===== config.mk =====
export PLATFORM = sky130hd
export DESIGN_NAME = eesc_ctrl
export DESIGN_NICKNAME = d
export VERILOG_FILES = /design/src/inc/eesc_pkg.sv /design/src/eesc_ctrl.sv
export SDC_FILE = /design/constraint.sdc
export NUM_CORES = 1
export LEC_CHECK = 0
export ABC_AREA = 1
export BUFFER_PORTS_ARGS = -buffer_cell sky130_fd_sc_hd__buf_4
export CELL_PAD_IN_SITES_DETAIL_PLACEMENT = 1
export CELL_PAD_IN_SITES_GLOBAL_PLACEMENT = 2
export CORE_AREA = 2 2 364 366
export CTS_CLUSTER_DIAMETER = 30
export CTS_CLUSTER_SIZE = 12
export DETAILED_ROUTE_END_ITERATION = 8
export DIE_AREA = 0 0 366 368
export PLACE_DENSITY = 0.62
export RECOVER_POWER = 25
export SYNTH_ARGS = -nofsm -noshare
export SYNTH_HDL_FRONTEND = slang
export SYNTH_SLANG_ARGS = --single-unit

===== constraint.sdc =====
create_clock -name core_clk -period 2.66 [get_ports core_clk]
set_input_delay 0.133 -clock core_clk [delete_from_list [all_inputs] [get_ports core_clk]]
set_output_delay 0.133 -clock core_clk [all_outputs]
set_load 0.005 [all_outputs]

===== src/inc/eesc_pkg.sv =====
// constants and types for the enclave extended-state control block
package eesc_pkg;
  localparam int unsigned XW = 64;
  localparam logic [63:0] LEGACY_MASK = 64'h0000_0000_0000_0003;
  localparam int unsigned TOP_BIT = 63;
  localparam logic [15:0] SSM_INTR_OFFSET = 16'h7EE0;
  localparam int unsigned SSM_INTR_BIT = 1;
  localparam logic [2:0] OP_CREATE = 3'h1;
  localparam logic [2:0] OP_ENTER = 3'h2;
  localparam logic [2:0] OP_RESUME = 3'h3;
  localparam logic [2:0] OP_LEAVE = 3'h4;
  localparam logic [2:0] OP_REPORT = 3'h5;
  localparam logic [2:0] OP_KEY = 3'h6;
  typedef enum logic [1:0] {
    EESC_FLT_NONE,
    EESC_FLT_GP,
    EESC_FLT_UD
  } eesc_fault_type;
  typedef enum logic [2:0] {
    EESC_AEX_NONE,
    EESC_AEX_SMM,
    EESC_AEX_SMM_VMEXIT,
    EESC_AEX_INIT_FW,
    EESC_AEX_INIT_WAIT,
    EESC_AEX_VMEXIT,
    EESC_AEX_OTHER
  } eesc_aex_type;
endpackage


===== src/eesc_ctrl.sv =====
// enclave extended-state checks, control register swap and async exit handling
`timescale 1ns/100ps
`default_nettype none
// ==========================================
// What this block does
// RULE1: create faults unless mask low bits 11
// RULE2: no extended save: upper bits, zero frame fault
// RULE3: extended save: illegal, bit63, small frame fault
// RULE4: enter faults on save enables or subset
// RULE5: resume uses the same checks as enter
// RULE6: enter hides control reg, loads mask
// RULE7: async exit saves state using mask, wide
// RULE8: saved bitmap zero where mask zero
// RULE9: async exit restores control reg, synthesizes state
// RULE10: resume faults on bad save area contents
// RULE11: resume swaps reg, restores, marks modified
// RULE12: leave: no checks, restores control reg
// RULE13: report carries mask and misc selection
// RULE14: key mixes masked mask and misc bits
// RULE15: enclave instructions in mgmt mode fault invalid
// RULE16: mgmt interrupt exits, sets save-map bit
// RULE17: dual monitor: exit plus vm exit flagged
// RULE18: reset message exits, power-on init
// RULE19: reset message blocked in root operation
// RULE20: reset message non-root: exit, flagged vm exit
// RULE21: startup message inside enclave discarded
// RULE22: after reset-startup sequence, in-enclave flag 0
module eesc_ctrl
  import eesc_pkg::*;
(
  input wire logic core_clk,
  input wire logic srst,
  input wire logic op_valid,
  input wire logic [2:0] op_code,
  input wire logic op_wide,
  input wire logic [63:0] feature_request_mask,
  input wire logic [31:0] misc_state_select,
  input wire logic [31:0] save_frame_pages,
  input wire logic [31:0] required_frame_pages,
  input wire logic ctrl_write_would_fault,
  input wire logic [63:0] key_attr_mask,
  input wire logic [31:0] key_misc_mask,
  input wire logic ext_save_supported,
  input wire logic os_legacy_save_enable,
  input wire logic os_extended_save_enable,
  input wire logic system_mgmt_mode,
  input wire logic [63:0] frame_saved_state_bitmap,
  input wire logic frame_header_nonzero,
  input wire logic frame_ctrl_reserved_set,
  input wire logic [63:0] ctrl_reg_wdata,
  input wire logic ctrl_reg_we,
  input wire logic async_exit_req,
  input wire logic system_mgmt_interrupt,
  input wire logic dual_monitor,
  input wire logic reset_msg,
  input wire logic vmx_root,
  input wire logic vmx_nonroot,
  input wire logic boot_processor,
  input wire logic startup_ipi_message,
  output logic [63:0] extended_feature_control_reg,
  output logic in_enclave,
  output logic op_done,
  output eesc_fault_type op_fault,
  output logic save_valid,
  output logic save_wide,
  output logic [63:0] save_request_bitmap,
  output logic [63:0] saved_state_bitmap,
  output logic synth_valid,
  output logic [63:0] synth_bitmap,
  output logic restore_valid,
  output logic [63:0] restore_bitmap,
  output logic mark_all_modified,
  output eesc_aex_type aex_kind,
  output logic ssm_interrupt_bit,
  output logic exit_reason_encl_flag,
  output logic guest_intr_encl_flag,
  output logic wait_for_startup,
  output logic startup_accepted,
  output logic [63:0] report_mask,
  output logic [31:0] report_misc,
  output logic [95:0] key_material
);
  // ==========================================
  // fault checks
  logic [63:0] hidden_ctrl;
  logic create_bad;
  logic entry_bad;
  logic frame_bad;
  logic mode_ud;
  logic aex_any;
  logic init_aex;
  logic smi_aex;
  always_comb begin
    create_bad = (feature_request_mask[1:0] != LEGACY_MASK[1:0]); // [RULE1]
    if (!ext_save_supported) begin
      create_bad = create_bad || (feature_request_mask[63:2] != '0)
        || (save_frame_pages == '0); // [RULE2]
    end else begin
      create_bad = create_bad || ctrl_write_would_fault || feature_request_mask[TOP_BIT]
        || (save_frame_pages < required_frame_pages); // [RULE3]
    end
  end
  always_comb begin
    entry_bad = !os_legacy_save_enable; // [RULE4] [RULE5]
    if (ext_save_supported) begin
      entry_bad = entry_bad
        || (!os_extended_save_enable && feature_request_mask != LEGACY_MASK)
        || ((feature_request_mask & extended_feature_control_reg) != feature_request_mask);
    end
    frame_bad = ((frame_saved_state_bitmap & ~feature_request_mask) != '0)
      || frame_header_nonzero || frame_ctrl_reserved_set; // [RULE10]
  end
  assign mode_ud = system_mgmt_mode; // [RULE15]
  assign smi_aex = in_enclave && system_mgmt_interrupt;
  assign init_aex = in_enclave && reset_msg && !vmx_root; // [RULE19]
  assign aex_any = in_enclave && (async_exit_req || smi_aex || init_aex);
  // ==========================================
  // operation results
  always_ff @(posedge core_clk) begin
    if (srst) begin
      op_done <= 1'b0;
      op_fault <= EESC_FLT_NONE;
    end else begin
      op_done <= op_valid;
      op_fault <= EESC_FLT_NONE;
      if (op_valid) begin
        if (mode_ud) begin
          op_fault <= EESC_FLT_UD; // [RULE15]
        end else if (op_code == OP_CREATE && create_bad) begin
          op_fault <= EESC_FLT_GP;
        end else if (op_code == OP_ENTER && entry_bad) begin
          op_fault <= EESC_FLT_GP;
        end else if (op_code == OP_RESUME && (entry_bad || frame_bad)) begin
          op_fault <= EESC_FLT_GP;
        end
      end
    end
  end
  logic op_ok;
  assign op_ok = op_valid && !mode_ud && !aex_any;
  // ==========================================
  // control register swap and enclave mode
  always_ff @(posedge core_clk) begin
    if (srst) begin
      extended_feature_control_reg <= LEGACY_MASK;
      hidden_ctrl <= LEGACY_MASK;
      in_enclave <= 1'b0;
    end else if (aex_any) begin
      extended_feature_control_reg <= hidden_ctrl; // [RULE9]
      in_enclave <= 1'b0; // [RULE22]
    end else if (op_ok && !in_enclave && ((op_code == OP_ENTER && !entry_bad)
        || (op_code == OP_RESUME && !entry_bad && !frame_bad))) begin
      hidden_ctrl <= extended_feature_control_reg; // [RULE6] [RULE11]
      extended_feature_control_reg <= feature_request_mask;
      in_enclave <= 1'b1;
    end else if (op_ok && in_enclave && op_code == OP_LEAVE) begin
      extended_feature_control_reg <= hidden_ctrl; // [RULE12]
      in_enclave <= 1'b0;
    end else if (ctrl_reg_we && !in_enclave) begin
      extended_feature_control_reg <= ctrl_reg_wdata;
    end
  end
  // ==========================================
  // save, synthesis and restore strobes
  always_ff @(posedge core_clk) begin
    if (srst) begin
      save_valid <= 1'b0;
      save_wide <= 1'b0;
      save_request_bitmap <= '0;
      saved_state_bitmap <= '0;
      synth_valid <= 1'b0;
      synth_bitmap <= '0;
    end else begin
      save_valid <= aex_any; // [RULE7]
      synth_valid <= aex_any; // [RULE9]
      if (aex_any) begin
        save_wide <= op_wide;
        save_request_bitmap <= feature_request_mask;
        saved_state_bitmap <= feature_request_mask & extended_feature_control_reg; // [RULE8]
        synth_bitmap <= feature_request_mask;
      end
    end
  end
  always_ff @(posedge core_clk) begin
    if (srst) begin
      restore_valid <= 1'b0;
      restore_bitmap <= '0;
      mark_all_modified <= 1'b0;
    end else begin
      restore_valid <= 1'b0;
      mark_all_modified <= 1'b0;
      if (op_ok && !in_enclave && op_code == OP_RESUME && !entry_bad && !frame_bad) begin
        restore_valid <= 1'b1; // [RULE11]
        restore_bitmap <= feature_request_mask;
        mark_all_modified <= 1'b1;
      end
    end
  end
  // ==========================================
  // exit kinds and side flags
  always_ff @(posedge core_clk) begin
    if (srst) begin
      aex_kind <= EESC_AEX_NONE;
      ssm_interrupt_bit <= 1'b0;
      exit_reason_encl_flag <= 1'b0;
      guest_intr_encl_flag <= 1'b0;
      wait_for_startup <= 1'b0;
      startup_accepted <= 1'b0;
    end else begin
      aex_kind <= EESC_AEX_NONE;
      exit_reason_encl_flag <= 1'b0;
      guest_intr_encl_flag <= 1'b0;
      startup_accepted <= 1'b0;
      if (smi_aex && !dual_monitor) begin
        aex_kind <= EESC_AEX_SMM;
        ssm_interrupt_bit <= 1'b1; // [RULE16]
      end else if (smi_aex) begin
        aex_kind <= EESC_AEX_SMM_VMEXIT; // [RULE17]
        exit_reason_encl_flag <= 1'b1;
        guest_intr_encl_flag <= 1'b1;
      end else if (init_aex && vmx_nonroot) begin
        aex_kind <= EESC_AEX_VMEXIT; // [RULE20]
        exit_reason_encl_flag <= 1'b1;
      end else if (init_aex) begin
        aex_kind <= boot_processor ? EESC_AEX_INIT_FW : EESC_AEX_INIT_WAIT; // [RULE18]
        wait_for_startup <= !boot_processor;
      end else if (aex_any) begin
        aex_kind <= EESC_AEX_OTHER;
      end else if (!in_enclave && reset_msg && !vmx_root && !vmx_nonroot) begin
        wait_for_startup <= !boot_processor;
      end else if (startup_ipi_message && !in_enclave && wait_for_startup) begin
        wait_for_startup <= 1'b0; // [RULE21]
        startup_accepted <= 1'b1;
      end
      if (!system_mgmt_mode && !smi_aex) begin
        ssm_interrupt_bit <= 1'b0;
      end
    end
  end
  // ==========================================
  // report and key material
  always_ff @(posedge core_clk) begin
    if (srst) begin
      report_mask <= '0;
      report_misc <= '0;
      key_material <= '0;
    end else if (op_ok && in_enclave) begin
      if (op_code == OP_REPORT) begin
        report_mask <= feature_request_mask; // [RULE13]
        report_misc <= misc_state_select;
      end
      if (op_code == OP_KEY) begin
        key_material <= {feature_request_mask & key_attr_mask,
          misc_state_select & key_misc_mask}; // [RULE14]
      end
    end
  end
  // ==========================================
  // checks
  a_create_low_bits: assert property (@(posedge core_clk) disable iff (srst)
    op_valid && !mode_ud && op_code == OP_CREATE && feature_request_mask[1:0] != 2'b11
    |=> op_fault == EESC_FLT_GP) else $error("create low bits not faulted"); // [RULE1]
  a_create_no_xs: assert property (@(posedge core_clk) disable iff (srst)
    op_valid && !mode_ud && op_code == OP_CREATE && !ext_save_supported
    && save_frame_pages == '0 |=> op_fault == EESC_FLT_GP)
    else $error("zero frame not faulted"); // [RULE2]
  a_create_top_bit: assert property (@(posedge core_clk) disable iff (srst)
    op_valid && !mode_ud && op_code == OP_CREATE && ext_save_supported
    && feature_request_mask[63] |=> op_fault == EESC_FLT_GP)
    else $error("bit 63 not faulted"); // [RULE3]
  a_enter_legacy: assert property (@(posedge core_clk) disable iff (srst)
    op_valid && !mode_ud && op_code == OP_ENTER && !os_legacy_save_enable
    |=> op_fault == EESC_FLT_GP) else $error("enter legacy not faulted"); // [RULE4]
  a_resume_frame: assert property (@(posedge core_clk) disable iff (srst)
    op_valid && !mode_ud && op_code == OP_RESUME && frame_header_nonzero
    |=> op_fault == EESC_FLT_GP) else $error("bad frame not faulted"); // [RULE10]
  a_enter_swap: assert property (@(posedge core_clk) disable iff (srst)
    op_ok && !in_enclave && op_code == OP_ENTER && !entry_bad
    |=> in_enclave && extended_feature_control_reg == $past(feature_request_mask)
    && hidden_ctrl == $past(extended_feature_control_reg))
    else $error("enter swap wrong"); // [RULE6]
  a_aex_restore: assert property (@(posedge core_clk) disable iff (srst)
    aex_any |=> !in_enclave && extended_feature_control_reg == $past(hidden_ctrl)
    && save_valid && synth_valid) else $error("exit restore wrong"); // [RULE9]
  a_saved_bitmap: assert property (@(posedge core_clk) disable iff (srst)
    save_valid |-> (saved_state_bitmap & ~save_request_bitmap) == '0)
    else $error("saved bitmap outside mask"); // [RULE8]
  a_mgmt_ud: assert property (@(posedge core_clk) disable iff (srst)
    op_valid && system_mgmt_mode |=> op_fault == EESC_FLT_UD)
    else $error("mgmt mode not invalid"); // [RULE15]
  a_init_root: assert property (@(posedge core_clk) disable iff (srst)
    in_enclave && reset_msg && vmx_root && !system_mgmt_interrupt && !async_exit_req
    |=> in_enclave || $past(op_valid)) else $error("root reset not blocked"); // [RULE19]
  c_enter: cover property (@(posedge core_clk) op_ok && op_code == OP_ENTER && !entry_bad);
  c_aex_smm: cover property (@(posedge core_clk) aex_kind == EESC_AEX_SMM);
  c_resume: cover property (@(posedge core_clk) restore_valid);
endmodule
`default_nettype wire


==> impl_metrics.json <==
{
  "rr_startpoint": "extended_feature_control_reg[16]$_SDFFE_PP0P_",
  "synth.distinct_cells": 34,
  "core-area_um2": 131000,
  "slew_headroom_pct": 43.7,
  "cts_made_buffers": 179,
  "vias": 29100,
  "cp_slowest_stage_delay_ns": 0.56,
  "ys_ff_latch": 527,
  "final_cell_count_no_fill": 6707,
  "numPortBuffers": 935,
  "dieHeight_um": 368,
  "rows": 133,
  "tns_ns": 0,
  "cp_common_cell": "nor2_1",
  "p_leak_uw": 0.0194,
  "wirelength_mm": 157,
  "postPlaceCellArea_um2": 34300,
  "cp_slowest_cell": "dlygate4sd3_1",
  "drtPass1Iterations": 4,
  "cts-htree-levels": 4,
  "grt_max_degree": 109,
  "grt_pass1_wl_mm": 220,
  "synthArstFlopShare_pct": 0,
  "path_max_fanout": 5,
  "drc": 0,
  "grt_usage_pct": 22.5,
  "synth_edf_count": 0,
  "layout-drive-gt1-share_pct": 30.7,
  "tritoncts": "done",
  "hold_class": "in -> reg",
  "critPathBufInv": 7,
  "initial_utilization_pct": 18.1,
  "power_switching_uw": 7820,
  "path_cells": "dlygate4sd3_1 > buf_4 > inv_1 > nand2_1 > nand2_1 > nor2_1 > nand2_1 > nor2_1 > nand3_1 > nor3_4 > nand3_4 > nand2_8 > buf_12 > buf_4 > nor3_4 > buf_6 > clkbuf_16 > nor2_1 > nor2_1 > nor2_1",
  "area_growth_syn_to_layout_pct": 87.0,
  "setup_slack_ns": 0.120,
  "routed_via_density": 4.33,
  "largest_reg_flops": 96,
  "fin_area_um2": 44400,
  "seq_area_um2": 10600,
  "cts_buffer_depth": 3,
  "worst-slew-pin-transition_ns": 0.844,
  "synth_area_um2": 23700,
  "sequentialPowerShare_pct": 25.2,
  "fill_cells": 15700,
  "ys_warn_count": 0,
  "hpwl_mm": 114,
  "multi_input_area_um2": 10700,
  "endpoint_kind": "register",
  "cts.sinks": 527,
  "fmax_mhz": 394,
  "grt_pass1_vias": 30700,
  "slew_violations": 0,
  "dp_cells": 5970,
  "overflow": 0,
  "ir_drop_mv": 0.606,
  "finalClockSkew_ns": 0.0473,
  "path_class": "in -> reg",
  "cp.arrival_ns": 3.25,
  "crit_required_ns": 3.37,
  "hold_violations": 0,
  "syn_area_per_cell_um2": 7.24,
  "startpoint": "feature_request_mask[0]",
  "netSwitchingFraction_pct": 24.4,
  "combinationalPowerShare_pct": 8.3,
  "die_area_um2": 135000,
  "setup_violations": 0,
  "antenna_found_initial": 31,
  "clock_latency_ns": 0.81,
  "ys.flop_type": "dfxtp_1",
  "fin_nets": 5227,
  "drt_iter0_markers": 1529,
  "clk_pin_slew_worst_paths_ns": 0.04,
  "die_x_um": 366,
  "drv_cap": 0,
  "seq_area_frac_synth_pct": 44.5,
  "synth_cells": 3276,
  "wire_per_inst_um": 23.4,
  "dp_worst_setup_slack_ns": -0.323,
  "min_period_over_period_pct": 95.5,
  "gp_congestion": 0.880,
  "pwr-share-clk_pct": 66.4,
  "root_buffer": "clkbuf_16",
  "syn-num-nets": 3714,
  "top_register": "key_material",
  "whs_ns": 0.148,
  "critPathLaunchType": "primary input",
  "critPathTopFamily": "simple AND/OR/NAND/NOR gates",
  "p_int_uw": 24200,
  "power_density_nw_per_um2": 721,
  "status": "complete, no violations",
  "min_from": "op_wide",
  "ios": 936,
  "ant_nets": 0,
  "fin_crit_ns": 2.54
}
tightest hold or removal path, delay by kind of cell:
kind	cells	cell delay, ns
AOI/OAI and AO/OA	1	0.12
buffers and inverters	2	0.66
placed cells by master (no fill, tap or decap), types with 31 or more instances in the layout:
cell and count:
clkbuf_8 49, a21oi_1 304, a211oi_1 61, dfxtp_1 502, buf_12 47, nand2_1 674
nand4_1 56, inv_2 44, ha_1 31, clkbuf_16 183, clkbuf_4 100, dlygate4sd3_1 369
nand3b_1 97, a32o_1 63, nand3_1 133, nor2_1 327, buf_4 915, inv_1 334
o21ai_0 231, clkinv_2 39, clkbuf_1 197
power by group through the flow:
| stage | clock, µW | combinational (µW) | sequential [µW] |
|---|---|---|---|
| 3_3_place_gp | 0 | 2250 | 8200 |
| 3_5_place_dp | 0 | 2250 | 8200 |
| 6_report | 21300 | 2660 | 8080 |
| 5_1_grt | 22200 | 2880 | 8080 |
| 4_1_cts | 21700 | 2640 | 8070 |
| 2_1_floorplan | 0 | 661 | 8210 |
cells by family after synthesis:
logic type	count (synthesis)	synth area share [%]
buffers and inverters	661	11.9
AO/OA/AOI/OAI	703	17.3
flip-flops	527	44.5
AND/OR/NAND/NOR	1354	24.6
adder cells (fa/ha/maj)	31	1.63
metal layers:
| metal | vias up | routed length, µm | GRT usage, % |
|---|---|---|---|
| li1 | 13800 | - | - |
| met1 | 14000 | 64600 | 26.3 |
| met2 | 947 | 76200 | 38.3 |
| met3 | 271 | 10100 | 6.51 |
| met4 | 26 | 6120 | 9.65 |
| met5 | - | 161 | 0 |
repair_timing:
item	CTS	global route
resized for setup	32	86
setup buffers	7	13
hold buffers	369	0
endpoints found under the hold margin	464	0
gates cloned	3	4
endpoints found under the setup margin	193	224
pin swaps	5	25
cell usage after synthesis (63+ instances only):
library cell | count | area, µm²
nand3b_1 | 97 | 728
inv_1 | 340 | 1280
nor2_1 | 347 | 1300
clkbuf_1 | 144 | 541
nand3_1 | 139 | 696
a32o_1 | 63 | 631
nand2_1 | 688 | 2580
o21ai_0 | 239 | 1200
a21oi_1 | 304 | 1520
dfxtp_1 | 527 | 10600
buf_4 | 69 | 518
cell type report:
type                    instances  share of cell area (%)
well taps                    1755                    4.95
repair buffers               1611                    29.8
clock inverters                69                    2.09
multi-input cells            2088                    24.0
clock buffers                 266                    11.9
diodes                          9                  0.0508
inverters                     382                    3.26
flip-flops and latches        527                    23.9
final timing paths:
kind | depth (start not counted) | to | slack [ns]
worst max-delay path | 20 | extended_feature_control_reg[46]$_SDFFE_PP0P_ | 0.12
worst min-delay path | 3 | save_wide$_SDFFE_PP0P_ | 0.15
worst max register to register | 18 | extended_feature_control_reg[31]$_SDFFE_PP0P_ | 0.13
worst min register to register | 2 | report_mask[9]$_SDFFE_PP0P_ | 0.44
through the flow:
step                total power, µW  util (%)
detailed placement            10500      26.3
CTS                           32400      34.0
finish                        32000      33.9
global route                  33200      33.9
global placement              10400      26.3
floorplan                      8870         -
No activity file was read; power rests on OpenSTA's default activity.
